`config.mk`:
```
export PLATFORM = sky130hd
export DESIGN_NAME = sfl_link
export DESIGN_NICKNAME = d
export VERILOG_FILES = /design/src/hw/sfl_pkg.sv /design/src/hw/sfl_stream_if.sv /design/src/hw/sfl_link.sv /design/src/hw/sfl_fifo.sv
export SDC_FILE = /design/constraint.sdc
export NUM_CORES = 1
export LEC_CHECK = 0
export BUFFER_PORTS_ARGS = -buffer_cell sky130_fd_sc_hd__buf_2
export CORE_ASPECT_RATIO = 1.4
export CORE_MARGIN = 2
export CORE_UTILIZATION = 55
export DETAILED_ROUTE_END_ITERATION = 12
export PLACE_DENSITY = 0.83
export SLEW_MARGIN = 20
export SYNTH_ARGS = -nofsm -noshare
export SYNTH_HDL_FRONTEND = slang
export SYNTH_SLANG_ARGS = --single-unit
```
`constraint.sdc`:
```
create_clock -name clk_in -period 4.2 [get_ports clk_in]
set_clock_uncertainty 0.1 [all_clocks]
set_input_delay 0.21 -clock clk_in [delete_from_list [all_inputs] [get_ports clk_in]]
set_output_delay 0.21 -clock clk_in [all_outputs]
set_load 0.02 [all_outputs]
```
`src/hw/sfl_pkg.sv`:
```
// Constants, field layout and state codes of the serial flash link block.
// Assumes a 20 MHz system clock; every timing count below is derived from it.
//
// Functional notes
// - Protection turns on within 1 us of write-protect going low and off within 1 us of it rising.
// - Lockdown freeze completes within 100 us of chip select rising after its command.
// - Ultra-deep power-down is reached within 4 us of chip select rising after its command.
// - A chip select low of 20 ns wakes ultra-deep power-down (the code wakes only on a low sampled at a clock edge); the device is ready within 180 us.
// - Deep power-down is entered within 2 us and left within 35 us of the resume command.
// - Page-to-buffer transfer and compare each finish within 200 us.
// - Page erase-and-program finishes within 35 ms (17 ms typical).
// - Page program without erase finishes within 5.5 ms (3 ms typical).
// - Security register programming finishes within 500 us (200 us typical).
// - Output bits launch on falling link clock edges; input bits are sampled on rising ones.
// - In mode 0 and 3 timing the first output bit is valid while the link clock is still low.
package sfl_pkg;
    // ==========================================================
    // Clock and timing
    localparam int CLK_HZ = 20_000_000;
    localparam int US_CYC = CLK_HZ / 1_000_000;
    localparam int T_WP_US = 1;
    localparam int T_LOCK_US = 100;
    localparam int T_EUDPD_US = 4;
    localparam int T_XUDPD_US = 180;
    localparam int T_EDPD_US = 2;
    localparam int T_RDPD_US = 35;
    localparam int T_XFR_US = 200;
    localparam int T_EP_MS = 35;
    localparam real T_P_MS = 5.5;
    localparam int T_OTP_US = 500;
    localparam int WP_CYC = T_WP_US * US_CYC;
    localparam int LOCK_CYC = T_LOCK_US * US_CYC;
    localparam int EUDPD_CYC = T_EUDPD_US * US_CYC;
    localparam int XUDPD_CYC = T_XUDPD_US * US_CYC;
    localparam int EDPD_CYC = T_EDPD_US * US_CYC;
    localparam int RDPD_CYC = T_RDPD_US * US_CYC;
    localparam int XFR_CYC = T_XFR_US * US_CYC;
    localparam int EP_CYC = T_EP_MS * 1000 * US_CYC;
    localparam int P_CYC = int'($floor(T_P_MS * 1000.0)) * US_CYC;
    localparam int OTP_CYC = T_OTP_US * US_CYC;
    localparam int TMR_W = 20;

    // ==========================================================
    // Command codes
    localparam logic [7:0] OP_XFR = 8'h53;
    localparam logic [7:0] OP_CMP = 8'h60;
    localparam logic [7:0] OP_EP = 8'h83;
    localparam logic [7:0] OP_PROG = 8'h88;
    localparam logic [7:0] OP_OTP = 8'h9B;
    localparam logic [7:0] OP_LOCK = 8'h7F;
    localparam logic [7:0] OP_DPD = 8'hB9;
    localparam logic [7:0] OP_RESUME = 8'hAB;
    localparam logic [7:0] OP_UDPD = 8'h79;

    // ==========================================================
    // Status byte shifted out on the data output
    localparam int ST_BUSY = 7;
    localparam int ST_PROT = 6;
    localparam int ST_LOCK = 5;
    localparam int ST_OVR = 4;
    localparam logic [7:0] ST_RESET = 8'h00;

    typedef enum logic [2:0] {
        M_IDLE = 3'b000,
        M_BUSY = 3'b001,
        M_DPD_ENT = 3'b010,
        M_DPD = 3'b011,
        M_RESUME = 3'b100,
        M_UDPD_ENT = 3'b101,
        M_UDPD = 3'b110,
        M_WAKE = 3'b111
    } sfl_mode_t;
endpackage

```
`src/hw/sfl_stream_if.sv`:
```
// Byte stream carrier between the link logic and its receive buffer.
// Valid and ready handshake; a word moves when both are high on a clock edge.
`timescale 1ns/1ns
interface sfl_stream_if #(parameter int W = 8) ();
    logic [W-1:0] data;
    logic valid;
    logic ready;
    modport src(output data, output valid, input ready);
    modport snk(input data, input valid, output ready);
endinterface

```
`src/hw/sfl_link.sv`:
```
// Serial flash link: slave side of the serial bus plus operation timing.
// Assumes the link pins arrive asynchronously and the link clock runs far
// below the system clock, so its edges are found by oversampling.
`timescale 1ns/1ns
module sfl_link
    import sfl_pkg::*;
#(
    parameter int EP_CYCLES = EP_CYC,
    parameter int P_CYCLES = P_CYC,
    parameter int OTP_CYCLES = OTP_CYC,
    parameter int FIFO_DEPTH = 8
) (
    input wire logic clk_in,
    input wire logic arst_n_in,
    input wire logic sck_in,
    input wire logic cs_n_in,
    input wire logic si_in,
    input wire logic wp_n_in,
    output logic so_out,
    output logic so_oe_out,
    output logic busy_out,
    output logic protect_out,
    output logic lockdown_out,
    output logic dpd_out,
    output logic udpd_out,
    output logic overrun_out,
    output logic [7:0] rx_data_out,
    output logic rx_valid_out,
    input wire logic rx_ready_in
);
    // ==========================================================
    // Elaboration checks
    generate
        if (EP_CYCLES < 2 || EP_CYCLES >= 2**TMR_W || P_CYCLES < 2 || P_CYCLES >= 2**TMR_W
            || OTP_CYCLES < 2 || OTP_CYCLES >= 2**TMR_W) begin : g_bad
            $error("sfl_link: operation counts must lie in 2 .. 2**TMR_W-1");
        end
    endgenerate

    // ==========================================================
    // State
    typedef struct packed {
        logic sck1, sck2, sck3;
        logic cs1, cs2, cs3;
        logic si1, si2;
        logic wp1, wp2;
        logic [2:0] bit_cnt;
        logic [7:0] sh;
        logic [7:0] tx;
        logic [7:0] cmd;
        logic got_op;
        logic [7:0] op;
        sfl_mode_t mode;
        logic [TMR_W-1:0] timer;
        logic so, so_oe, busy, protect, lockdown, dpd, udpd, overrun;
    } sfl_link_st_t;

    sfl_link_st_t st;
    sfl_link_st_t next_st;
    logic rise, fall, cs_fall, cs_rise, launch;
    logic [7:0] status;
    logic [7:0] rx_byte;
    logic push;

    sfl_stream_if #(.W(8)) rx_if ();

    // Cycles that a mode lasts; the loaded timer is one less because the
    // edge detection on the pins already costs a cycle.
    function automatic logic [TMR_W-1:0] limit(input sfl_mode_t m, input logic [7:0] op);
        logic [TMR_W-1:0] r;
        r = TMR_W'(2);
        unique case (m)
            M_DPD_ENT: r = TMR_W'(EDPD_CYC);
            M_RESUME: r = TMR_W'(RDPD_CYC);
            M_UDPD_ENT: r = TMR_W'(EUDPD_CYC);
            M_WAKE: r = TMR_W'(XUDPD_CYC);
            M_BUSY: begin
                if (op == OP_XFR || op == OP_CMP) begin
                    r = TMR_W'(XFR_CYC);
                end else if (op == OP_EP) begin
                    r = TMR_W'(EP_CYCLES);
                end else if (op == OP_PROG) begin
                    r = TMR_W'(P_CYCLES);
                end else if (op == OP_OTP) begin
                    r = TMR_W'(OTP_CYCLES);
                end else if (op == OP_LOCK) begin
                    r = TMR_W'(LOCK_CYC);
                end
            end
            M_IDLE, M_DPD, M_UDPD: r = TMR_W'(2);
        endcase
        return r;
    endfunction

    // First flip-flops feed only the second; edges use the second and third.
    assign rise = st.sck2 && !st.sck3;
    assign fall = !st.sck2 && st.sck3;
    assign cs_fall = !st.cs2 && st.cs3;
    assign cs_rise = st.cs2 && !st.cs3;
    assign launch = cs_fall || (fall && !st.cs2);
    assign rx_byte = {st.sh[6:0], st.si2};

    always_comb begin
        status = ST_RESET;
        status[ST_BUSY] = st.busy;
        status[ST_PROT] = st.protect;
        status[ST_LOCK] = st.lockdown;
        status[ST_OVR] = st.overrun;
    end

    assign rx_if.data = rx_byte;
    assign rx_if.valid = push;

    // ==========================================================
    // Next-state logic
    always_comb begin
        next_st = st;
        push = 1'b0;
        next_st.sck1 = sck_in;
        next_st.sck2 = st.sck1;
        next_st.sck3 = st.sck2;
        next_st.cs1 = cs_n_in;
        next_st.cs2 = st.cs1;
        next_st.cs3 = st.cs2;
        next_st.si1 = si_in;
        next_st.si2 = st.si1;
        next_st.wp1 = wp_n_in;
        next_st.wp2 = st.wp1;
        next_st.protect = !st.wp2;

        // Start of frame: first bit is put out before any clock edge
        if (cs_fall) begin
            next_st.bit_cnt = 3'h0;
            next_st.got_op = 1'b0;
            next_st.overrun = 1'b0;
            next_st.so_oe = (st.mode == M_IDLE || st.mode == M_BUSY);
            next_st.so = status[7];
            next_st.tx = {status[6:0], 1'b0};
        end
        if (rise && !st.cs2) begin
            next_st.sh = rx_byte;
            next_st.bit_cnt = 3'(st.bit_cnt + 3'h1);
            if (st.bit_cnt == 3'h7) begin
                if (!st.got_op) begin
                    next_st.cmd = rx_byte;
                    next_st.got_op = 1'b1;
                end
                push = (st.mode == M_IDLE || st.mode == M_BUSY);
                if (push && !rx_if.ready) begin
                    // Link cannot be stalled, so a full buffer loses the byte
                    next_st.overrun = 1'b1;
                end
            end
        end
        if (fall && !st.cs2) begin
            if (st.bit_cnt == 3'h0) begin
                next_st.so = status[7];
                next_st.tx = {status[6:0], 1'b0};
            end else begin
                next_st.so = st.tx[7];
                next_st.tx = {st.tx[6:0], 1'b0};
            end
        end

        // End of frame: a whole number of bytes starts the command
        if (cs_rise) begin
            next_st.so_oe = 1'b0;
            if (st.got_op && st.bit_cnt == 3'h0) begin
                if (st.mode == M_IDLE) begin
                    unique case (st.cmd)
                        OP_DPD: next_st.mode = M_DPD_ENT;
                        OP_UDPD: next_st.mode = M_UDPD_ENT;
                        OP_XFR, OP_CMP, OP_EP, OP_PROG, OP_OTP, OP_LOCK: begin
                            next_st.mode = M_BUSY;
                            next_st.op = st.cmd;
                        end
                        default: next_st.mode = M_IDLE;
                    endcase
                end else if (st.mode == M_DPD && st.cmd == OP_RESUME) begin
                    next_st.mode = M_RESUME;
                end
            end
        end

        // A sampled low chip select is taken as the wake pulse
        if (st.mode == M_UDPD && !st.cs2) begin
            next_st.mode = M_WAKE;
        end

        if (st.mode != M_IDLE && st.mode != M_DPD && st.mode != M_UDPD) begin
            if (st.timer <= TMR_W'(1)) begin
                unique case (st.mode)
                    M_DPD_ENT: next_st.mode = M_DPD;
                    M_UDPD_ENT: next_st.mode = M_UDPD;
                    M_RESUME, M_WAKE: next_st.mode = M_IDLE;
                    M_BUSY: begin
                        next_st.mode = M_IDLE;
                        if (st.op == OP_LOCK) begin
                            next_st.lockdown = 1'b1;
                        end
                    end
                    M_IDLE, M_DPD, M_UDPD: next_st.mode = st.mode;
                endcase
            end else begin
                next_st.timer = TMR_W'(st.timer - TMR_W'(1));
            end
        end
        if (next_st.mode != st.mode) begin
            next_st.timer = TMR_W'(limit(next_st.mode, next_st.op) - TMR_W'(1));
        end
        next_st.busy = (next_st.mode != M_IDLE);
        next_st.dpd = (next_st.mode == M_DPD);
        next_st.udpd = (next_st.mode == M_UDPD);
    end

    always_ff @(posedge clk_in or negedge arst_n_in) begin
        if (!arst_n_in) begin
            st <= '{sck1: 1'b0, sck2: 1'b0, sck3: 1'b0, cs1: 1'b1, cs2: 1'b1, cs3: 1'b1,
                    wp1: 1'b1, wp2: 1'b1, mode: M_IDLE, default: '0};
        end else begin
            st <= next_st;
        end
    end

    assign so_out = st.so;
    assign so_oe_out = st.so_oe;
    assign busy_out = st.busy;
    assign protect_out = st.protect;
    assign lockdown_out = st.lockdown;
    assign dpd_out = st.dpd;
    assign udpd_out = st.udpd;
    assign overrun_out = st.overrun;

    // ==========================================================
    // Receive buffer
    sfl_fifo #(.W(8), .DEPTH(FIFO_DEPTH)) u_rx_fifo (
        .clk_in(clk_in),
        .arst_n_in(arst_n_in),
        .wr(rx_if.snk),
        .rd_data_out(rx_data_out),
        .rd_valid_out(rx_valid_out),
        .rd_ready_in(rx_ready_in)
    );

    logic [TMR_W:0] age;
    always_ff @(posedge clk_in or negedge arst_n_in) begin
        if (!arst_n_in) begin
            age <= '0;
        end else if (next_st.mode != st.mode) begin
            age <= '0;
        end else begin
            age <= (TMR_W+1)'(age + 1'b1);
        end
    end
endmodule

```
`src/hw/sfl_fifo.sv`:
```
// Receive buffer of the serial flash link: a shift-register FIFO.
// Assumes one clock domain; the head word always sits in entry 0.
`timescale 1ns/1ns
module sfl_fifo #(
    parameter int W = 8,
    parameter int DEPTH = 8
) (
    input wire logic clk_in,
    input wire logic arst_n_in,
    sfl_stream_if.snk wr,
    output logic [W-1:0] rd_data_out,
    output logic rd_valid_out,
    input wire logic rd_ready_in
);
    generate
        if (DEPTH < 2 || W < 1) begin : g_bad
            $error("sfl_fifo: DEPTH must be at least 2 and W at least 1");
        end
    endgenerate

    typedef struct packed {
        logic [DEPTH-1:0][W-1:0] mem;
        logic [DEPTH-1:0] vld;
    } sfl_fifo_st_t;

    sfl_fifo_st_t st;
    sfl_fifo_st_t next_st;

    // Ready only looks at the last slot, so a full buffer refuses even when
    // a pop happens in the same cycle; this keeps ready free of the sink.
    assign wr.ready = !st.vld[DEPTH-1];
    assign rd_data_out = st.mem[0];
    assign rd_valid_out = st.vld[0];

    always_comb begin
        logic placed;
        placed = 1'b0;
        next_st = st;
        if (st.vld[0] && rd_ready_in) begin
            for (int i = 0; i < DEPTH - 1; i++) begin
                next_st.mem[i] = st.mem[i+1];
                next_st.vld[i] = st.vld[i+1];
            end
            next_st.mem[DEPTH-1] = '0;
            next_st.vld[DEPTH-1] = 1'b0;
        end
        if (wr.valid && !st.vld[DEPTH-1]) begin
            for (int i = 0; i < DEPTH; i++) begin
                if (!placed && !next_st.vld[i]) begin
                    next_st.mem[i] = wr.data;
                    next_st.vld[i] = 1'b1;
                    placed = 1'b1;
                end
            end
        end
    end

    always_ff @(posedge clk_in or negedge arst_n_in) begin
        if (!arst_n_in) begin
            st <= '0;
        end else begin
            st <= next_st;
        end
    end
endmodule

```
### Yosys cells after proc, flatten, opt, wreduce, memory -nomap -nowiden

Index checks and enable logic that the tools add are counted.

| storage, ports and cells | value |
|---|---|
| register bits after elaboration | 149 |
| input port bits | 7 |
| output and inout port bits | 17 |
| word-level logic and storage cells | 204 |

| operators by class | value |
|---|---|
| add/subtract/negate cells | 3 |
| magnitude comparators | 1 |
| equal/unequal tests | 35 |
| multiplexer cells | 70 |
| bitwise operators | 1 |
| reductions and logical operators | 59 |

Operator list:

| operator | number |
|---|---|
| $mux 72 | 2 |
| $pmux 20 s6 | 1 |
| $mux 8 | 13 |
| $mux 20 | 5 |
| $eq 8x7->1 const B | 8 |
| $eq 8x8->1 const B | 8 |
| $mux 11 | 4 |
| $sub 20x1->20 const B | 2 |
| $mux 1 | 34 |
| $eq 3x3->1 const B | 9 |
| $mux 23 | 1 |
| $logic_and 1x1->1 | 21 |
| $le 20x1->1 const B | 1 |
| $logic_not 1->1 | 20 |
| $mux 17 | 1 |
| $mux 3 | 5 |
| $mux 14 | 1 |
| $eq 3x2->1 const B | 4 |
| $pmux 3 s4 | 1 |
| $logic_not 3->1 | 3 |
| $pmux 3 s3 | 1 |
| $reduce_or 3->1 | 3 |
| $reduce_bool 2->1 | 4 |
| $eq 3x1->1 const B | 2 |
| other kinds (13) | 15 |

### Longest topological paths before layout

| depth | value |
|---|---|
| depth in word-level cells | 34 |
| mapped depth | 15 |
| mapped depth without buffers | 14 |

### By module

A second synthesis with hierarchy kept.

| unflattened totals | value |
|---|---|
| cell total of the unflattened synthesis | 724 |
| area, all modules | 7694.9 µm² |

By module, submodules not included:

| module | instances | cells an instance | area an instance (µm²) | sequential area each (µm²) |
|---|---|---|---|---|
| sfl_link | 1 | 426 | 4145.2 | 1783.0 |
| sfl_fifo | 1 | 298 | 3549.7 | 1801.7 |

### Least setup slack after synthesis

OpenSTA, ideal clock, no wires.

| path | value |
|---|---|
| path kind | reg2reg |
| start point | register st[13] (netlist name) |
| end point | register st[13] (netlist name) |
| library setup time | 126 ps |
| data arrival time | 3325 ps |
| required time | 3974 ps |
| path slack | 649 ps |
| cell stages (with the launch flop) | 14 |
| path buffers | 2 |
| period minus slack after synthesis | 3551 ps |
| cells stage by stage | dfrtp_1 > or4_4 > or4_1 > buf_2 > or4_1 > and4_1 > buf_6 > o21ai_0 > nand2_1 > ha_1 > o21ai_0 > o2bb2ai_1 > a211oi_1 > a21oi_1 |

| between the ends | value |
|---|---|
| longest elaborated chain between the ends | 9 |
| elaborated cells between the ends (all ways) | 22 |
| classes of those cells | 2 x add/sub; 1 x order compare; 9 x eq/ne; 6 x mux; 4 x reduce/logical |

RTL lines:

| what | RTL line | RTL |
|---|---|---|
| start: declaration | sfl_link.sv:58 | `sfl_link_st_t st;` |
| start signal: assignment | sfl_link.sv:218 | `st <= '{sck1: 1'b0, sck2: 1'b0, sck3: 1'b0, cs1: 1'b1, cs2: 1'b1, cs3: 1'b1,` |
| start signal: assignment | sfl_link.sv:221 | `st <= next_st;` |
| $le 20x1->1 | sfl_link.sv:191 | `if (st.timer <= TMR_W'(1)) begin` |
| $mux 3 | sfl_link.sv:191 |  |
| $mux 23 | sfl_link.sv:190 | `if (st.mode != M_IDLE && st.mode != M_DPD && st.mode != M_UDPD) begin` |
| $eq 3x3->1, or another cell as far along | sfl_link.sv:72 | `unique case (m)` |
| $reduce_or 3->1 | sfl_link.sv:72 |  |
| $pmux 20 s6 | sfl_link.sv:72 |  |
| $mux 20 | sfl_link.sv:208 | `if (next_st.mode != st.mode) begin` |
| $sub 20x1->20 | sfl_link.sv:209 | `next_st.timer = TMR_W'(limit(next_st.mode, next_st.op) - TMR_W'(1));` |
| $mux 20 | sfl_link.sv:208 |  |

Several ways; a longest one is shown, not always the timed one. The select of a mux whose other input is x is not followed.
A chain may end at the register's enable or synchronous reset.

### Worst setup path in the final report

Same ends and word-level chain as after synthesis.

==> impl_results.md <==
* Fin Hold WS at roughly 76 ps
* Clock Path Buffers at 2
* Comb power frac at under 10%
* Synth Area in Adders at around 1.4%
* Clock network fraction of design power at around half
* Hold WC Path Type: primary input to flip-flop
* Std cell rows at slightly below 50
* I/O Buffers at 23
* Synth area leaders: dfrtp_1 (47%), nand2_1 (9.1%), a31oi_1 (3.8%), nor2_1 (3.3%), mux2i_1 (2.9%)
* CTS resizes at 0
* Syn Area/Cell at ~9.1 um^2
* Flop and latch count out of synthesis at approximately 140
* WS Path Type: flip-flop to flip-flop
* RD Place Congestion at 0.878
* Die Area at 0.0143 mm^2
* DP Cell Count at between 900 and 1000
* WL per Instance at ~17 um
* WP data arrival at 4060 ps
* Die W at a little over 100 um
* Share of cells above drive strength 1 at around 14%
* Vias in the first global route at 5990
* Root buf cell: clkbuf_16
* Endpoints failing setup at 0
* WL final at around 17000 um
* Worst setup slack after layout at 333 ps
* DR vias/cell at 5.93
* Achievable Freq at 259 MHz
* Pwr dens at 388 mW/mm^2
* Compound-cell area share of the yosys netlist at 13.8%
* Num ports at 24
* Area Growth Syn to Fin at 11.4%
* Antenna violations before repair at 0
* Final Hold Violating Endpoints at 0
* Cell area after layout at 0.00817 mm^2
* Final Cycle Share at between 90% and 100%
* Critical path data required time at 4400 ps
* Total CTS buffers at 17
* Post-synth top area share at 47.1%
* Largest family of logic cells by synthesized area: simple AND/OR/NAND/NOR gates
* Post-route insts no fill at ~1000
* Fraction of registers with async set/reset at between 90% and 100%
* Clk_lat worst skew at ~420 ps
* Gr ovfl total at 0
* Status: finished clean
* Mux share of post-synthesis cell area at under 10%
* CTS Sinks at between 100 and 150
* Post-CTS setup repair buffer count at 0
* Maxcap violations at 0
* Sw Share at 24.9%
* Final nets at a little over 800
* DP Worst Slack at around 380 ps
* Syn Nets at between 800 and 900
* CP startpoint kind: flip-flop
* Post-Synth XOR/XNOR Area at between 2 and 2.5%
* Largest net degree at the start of global routing at 71
* Post-synth EDFFs at 0
* First-pass GRT wire length at ~29000 um
* Internal power at 2.38 mW
* Final core occ at roughly 63%
* Vias at approximately 6000
* Crit Path Max Fanout at 7
* Psw at approximately 0.79 mW
* Seq/Total Area, Yosys at 48.8%
* Most common cell in the synthesized netlist: nand2_1
* Ys Warns at 0
* Lkg Pwr at just under 4 nW
* Mapped Cells at approximately 800
* Ys flop type: dfrtp_1
* HPWL after DPL at ~11000 um
* Antenna diode count at 0
* TritonCTS clock tree: built
* Drc violations at 0
* CORE AREA at 0.0129 mm^2
* Die H at 141 um
* Design Power at 3.17 mW
* Yosys cell types at 69
* Clock transition at path regs at about 60 ps
* H-tree depth at 4
* Placed inst area at 0.00752 mm^2
* 1st-iter DRT viols at about 450
* Slew Limit Fails at 0
* Synthesized area at 0.00734 mm^2
* Final min period at around 3900 ps
* CP Capture Type: flip-flop
* Routed Antenna Nets at 0
* DR pass1 iterations at 5
* VDD IR-drop max at approximately 0.00028 V
* Post-Synth Simple-Gate Area at 23.3%
* Sequential share of power at between 40% and 50%
* Post-route setup TNS at 0 ps
* Initial Util at 56.7%
* Hold Buf Count CTS at 5
* Area leader, netlist: dfrtp_1
* RSZ-0062 raised after global routing: false
* Post-synth top cells: nand2_1 (178), dfrtp_1 (138), nor2_1 (64)
* Worst slew pin tran at 1060 ps
* Max_slew headroom at between 20 and 30%
* Gr usage total at about 26%
[worst max-delay path, stage by stage (launching register included)]
cell       delay (ps)
dfrtp_1           420
or4_4             570
or4_1             690
nor2_2            310
a32o_1            280
and2_1            190
mux2i_2           300
nand2_1            90
ha_1              300
o21ai_0           110
o2bb2ai_1         100
a211oi_1          180
a21oi_1           100
[registers in the layout, summed over array words and instances, names as in the netlist]
signal,cells
so_oe_out,1
rx_byte,8
u_rx_fifo.rd_data_out,8
so_out,1
st,49
u_rx_fifo.st,63
protect_out,1
lockdown_out,1
udpd_out,1
u_rx_fifo.rd_valid_out,1
dpd_out,1
next_st,6
overrun_out,1
busy_out,1
[logic make-up after synthesis]
group / after synthesis
AOI/OAI and AO/OA: 155
xor gates and xnor gates: 18
adders and majority gates: 8
buffers and inverters: 78
DFF: 143
muxes: 40
and+or+nand+nor: 361
[area by class of cell]
type | count | area, um^2
Timing Repair Buffer | 42 | 277
Clock inverter | 13 | 153
Inverter | 19 | 71.3
Clock buffer | 19 | 453
Tap cell | 178 | 223
Sequential cell | 143 | 3580
Fill cell | 1010 | 4760
Multi-Input combinational cell | 582 | 3410
[power by group through the flow]
stage / combinational, mW / sequential [mW] / clock (mW)
3_5_place_dp: 0.0939 / 1.56 / 0
2_1_floorplan: 0.109 / 1.46 / 0
4_1_cts: 0.101 / 1.53 / 1.54
3_3_place_gp: 0.0912 / 1.56 / 0
5_1_grt: 0.116 / 1.55 / 1.61
6_report: 0.102 / 1.54 / 1.53
[final timing paths]
| path | slack (ps) | cells past startpoint | from | end |
|---|---|---|---|---|
| min in group asynchronous | 260 | 2 | arst_n_in | st[24] |
| hold / removal | 80 | 3 | rx_ready_in | u_rx_fifo.rd_valid_out |
| setup / recovery | 330 | 12 | st[13] | st[13] |
| max in group asynchronous | 2750 | 3 | arst_n_in | next_st[71] |
| hold reg to reg | 250 | 0 | next_st[75] | next_st[74] |
| setup reg to reg | 330 | 12 | st[13] | st[13] |
[placed cells by master, fill, tap and decap left out, types with 17 or more instances in the layout]
master     netlist  routed
buf_2            5      22
dfrtp_1        138     138
clkbuf_16        0      17
mux2i_1         21      21
mux2_2          18      18
nor2_1          64      64
o21ai_0         39      39
inv_1           18      18
nand2_1        178     177
a31oi_1         44      44
[routing by layer]
metal,part of all wire [%],track usage [%],wire (um)
met3,3.6,3.82,625
met1,39,29.1,6780
met2,54,45.2,9380
met4,3.6,13.9,627
met5,0,0,0
Note: power is estimated with default switching activity, not from simulation.
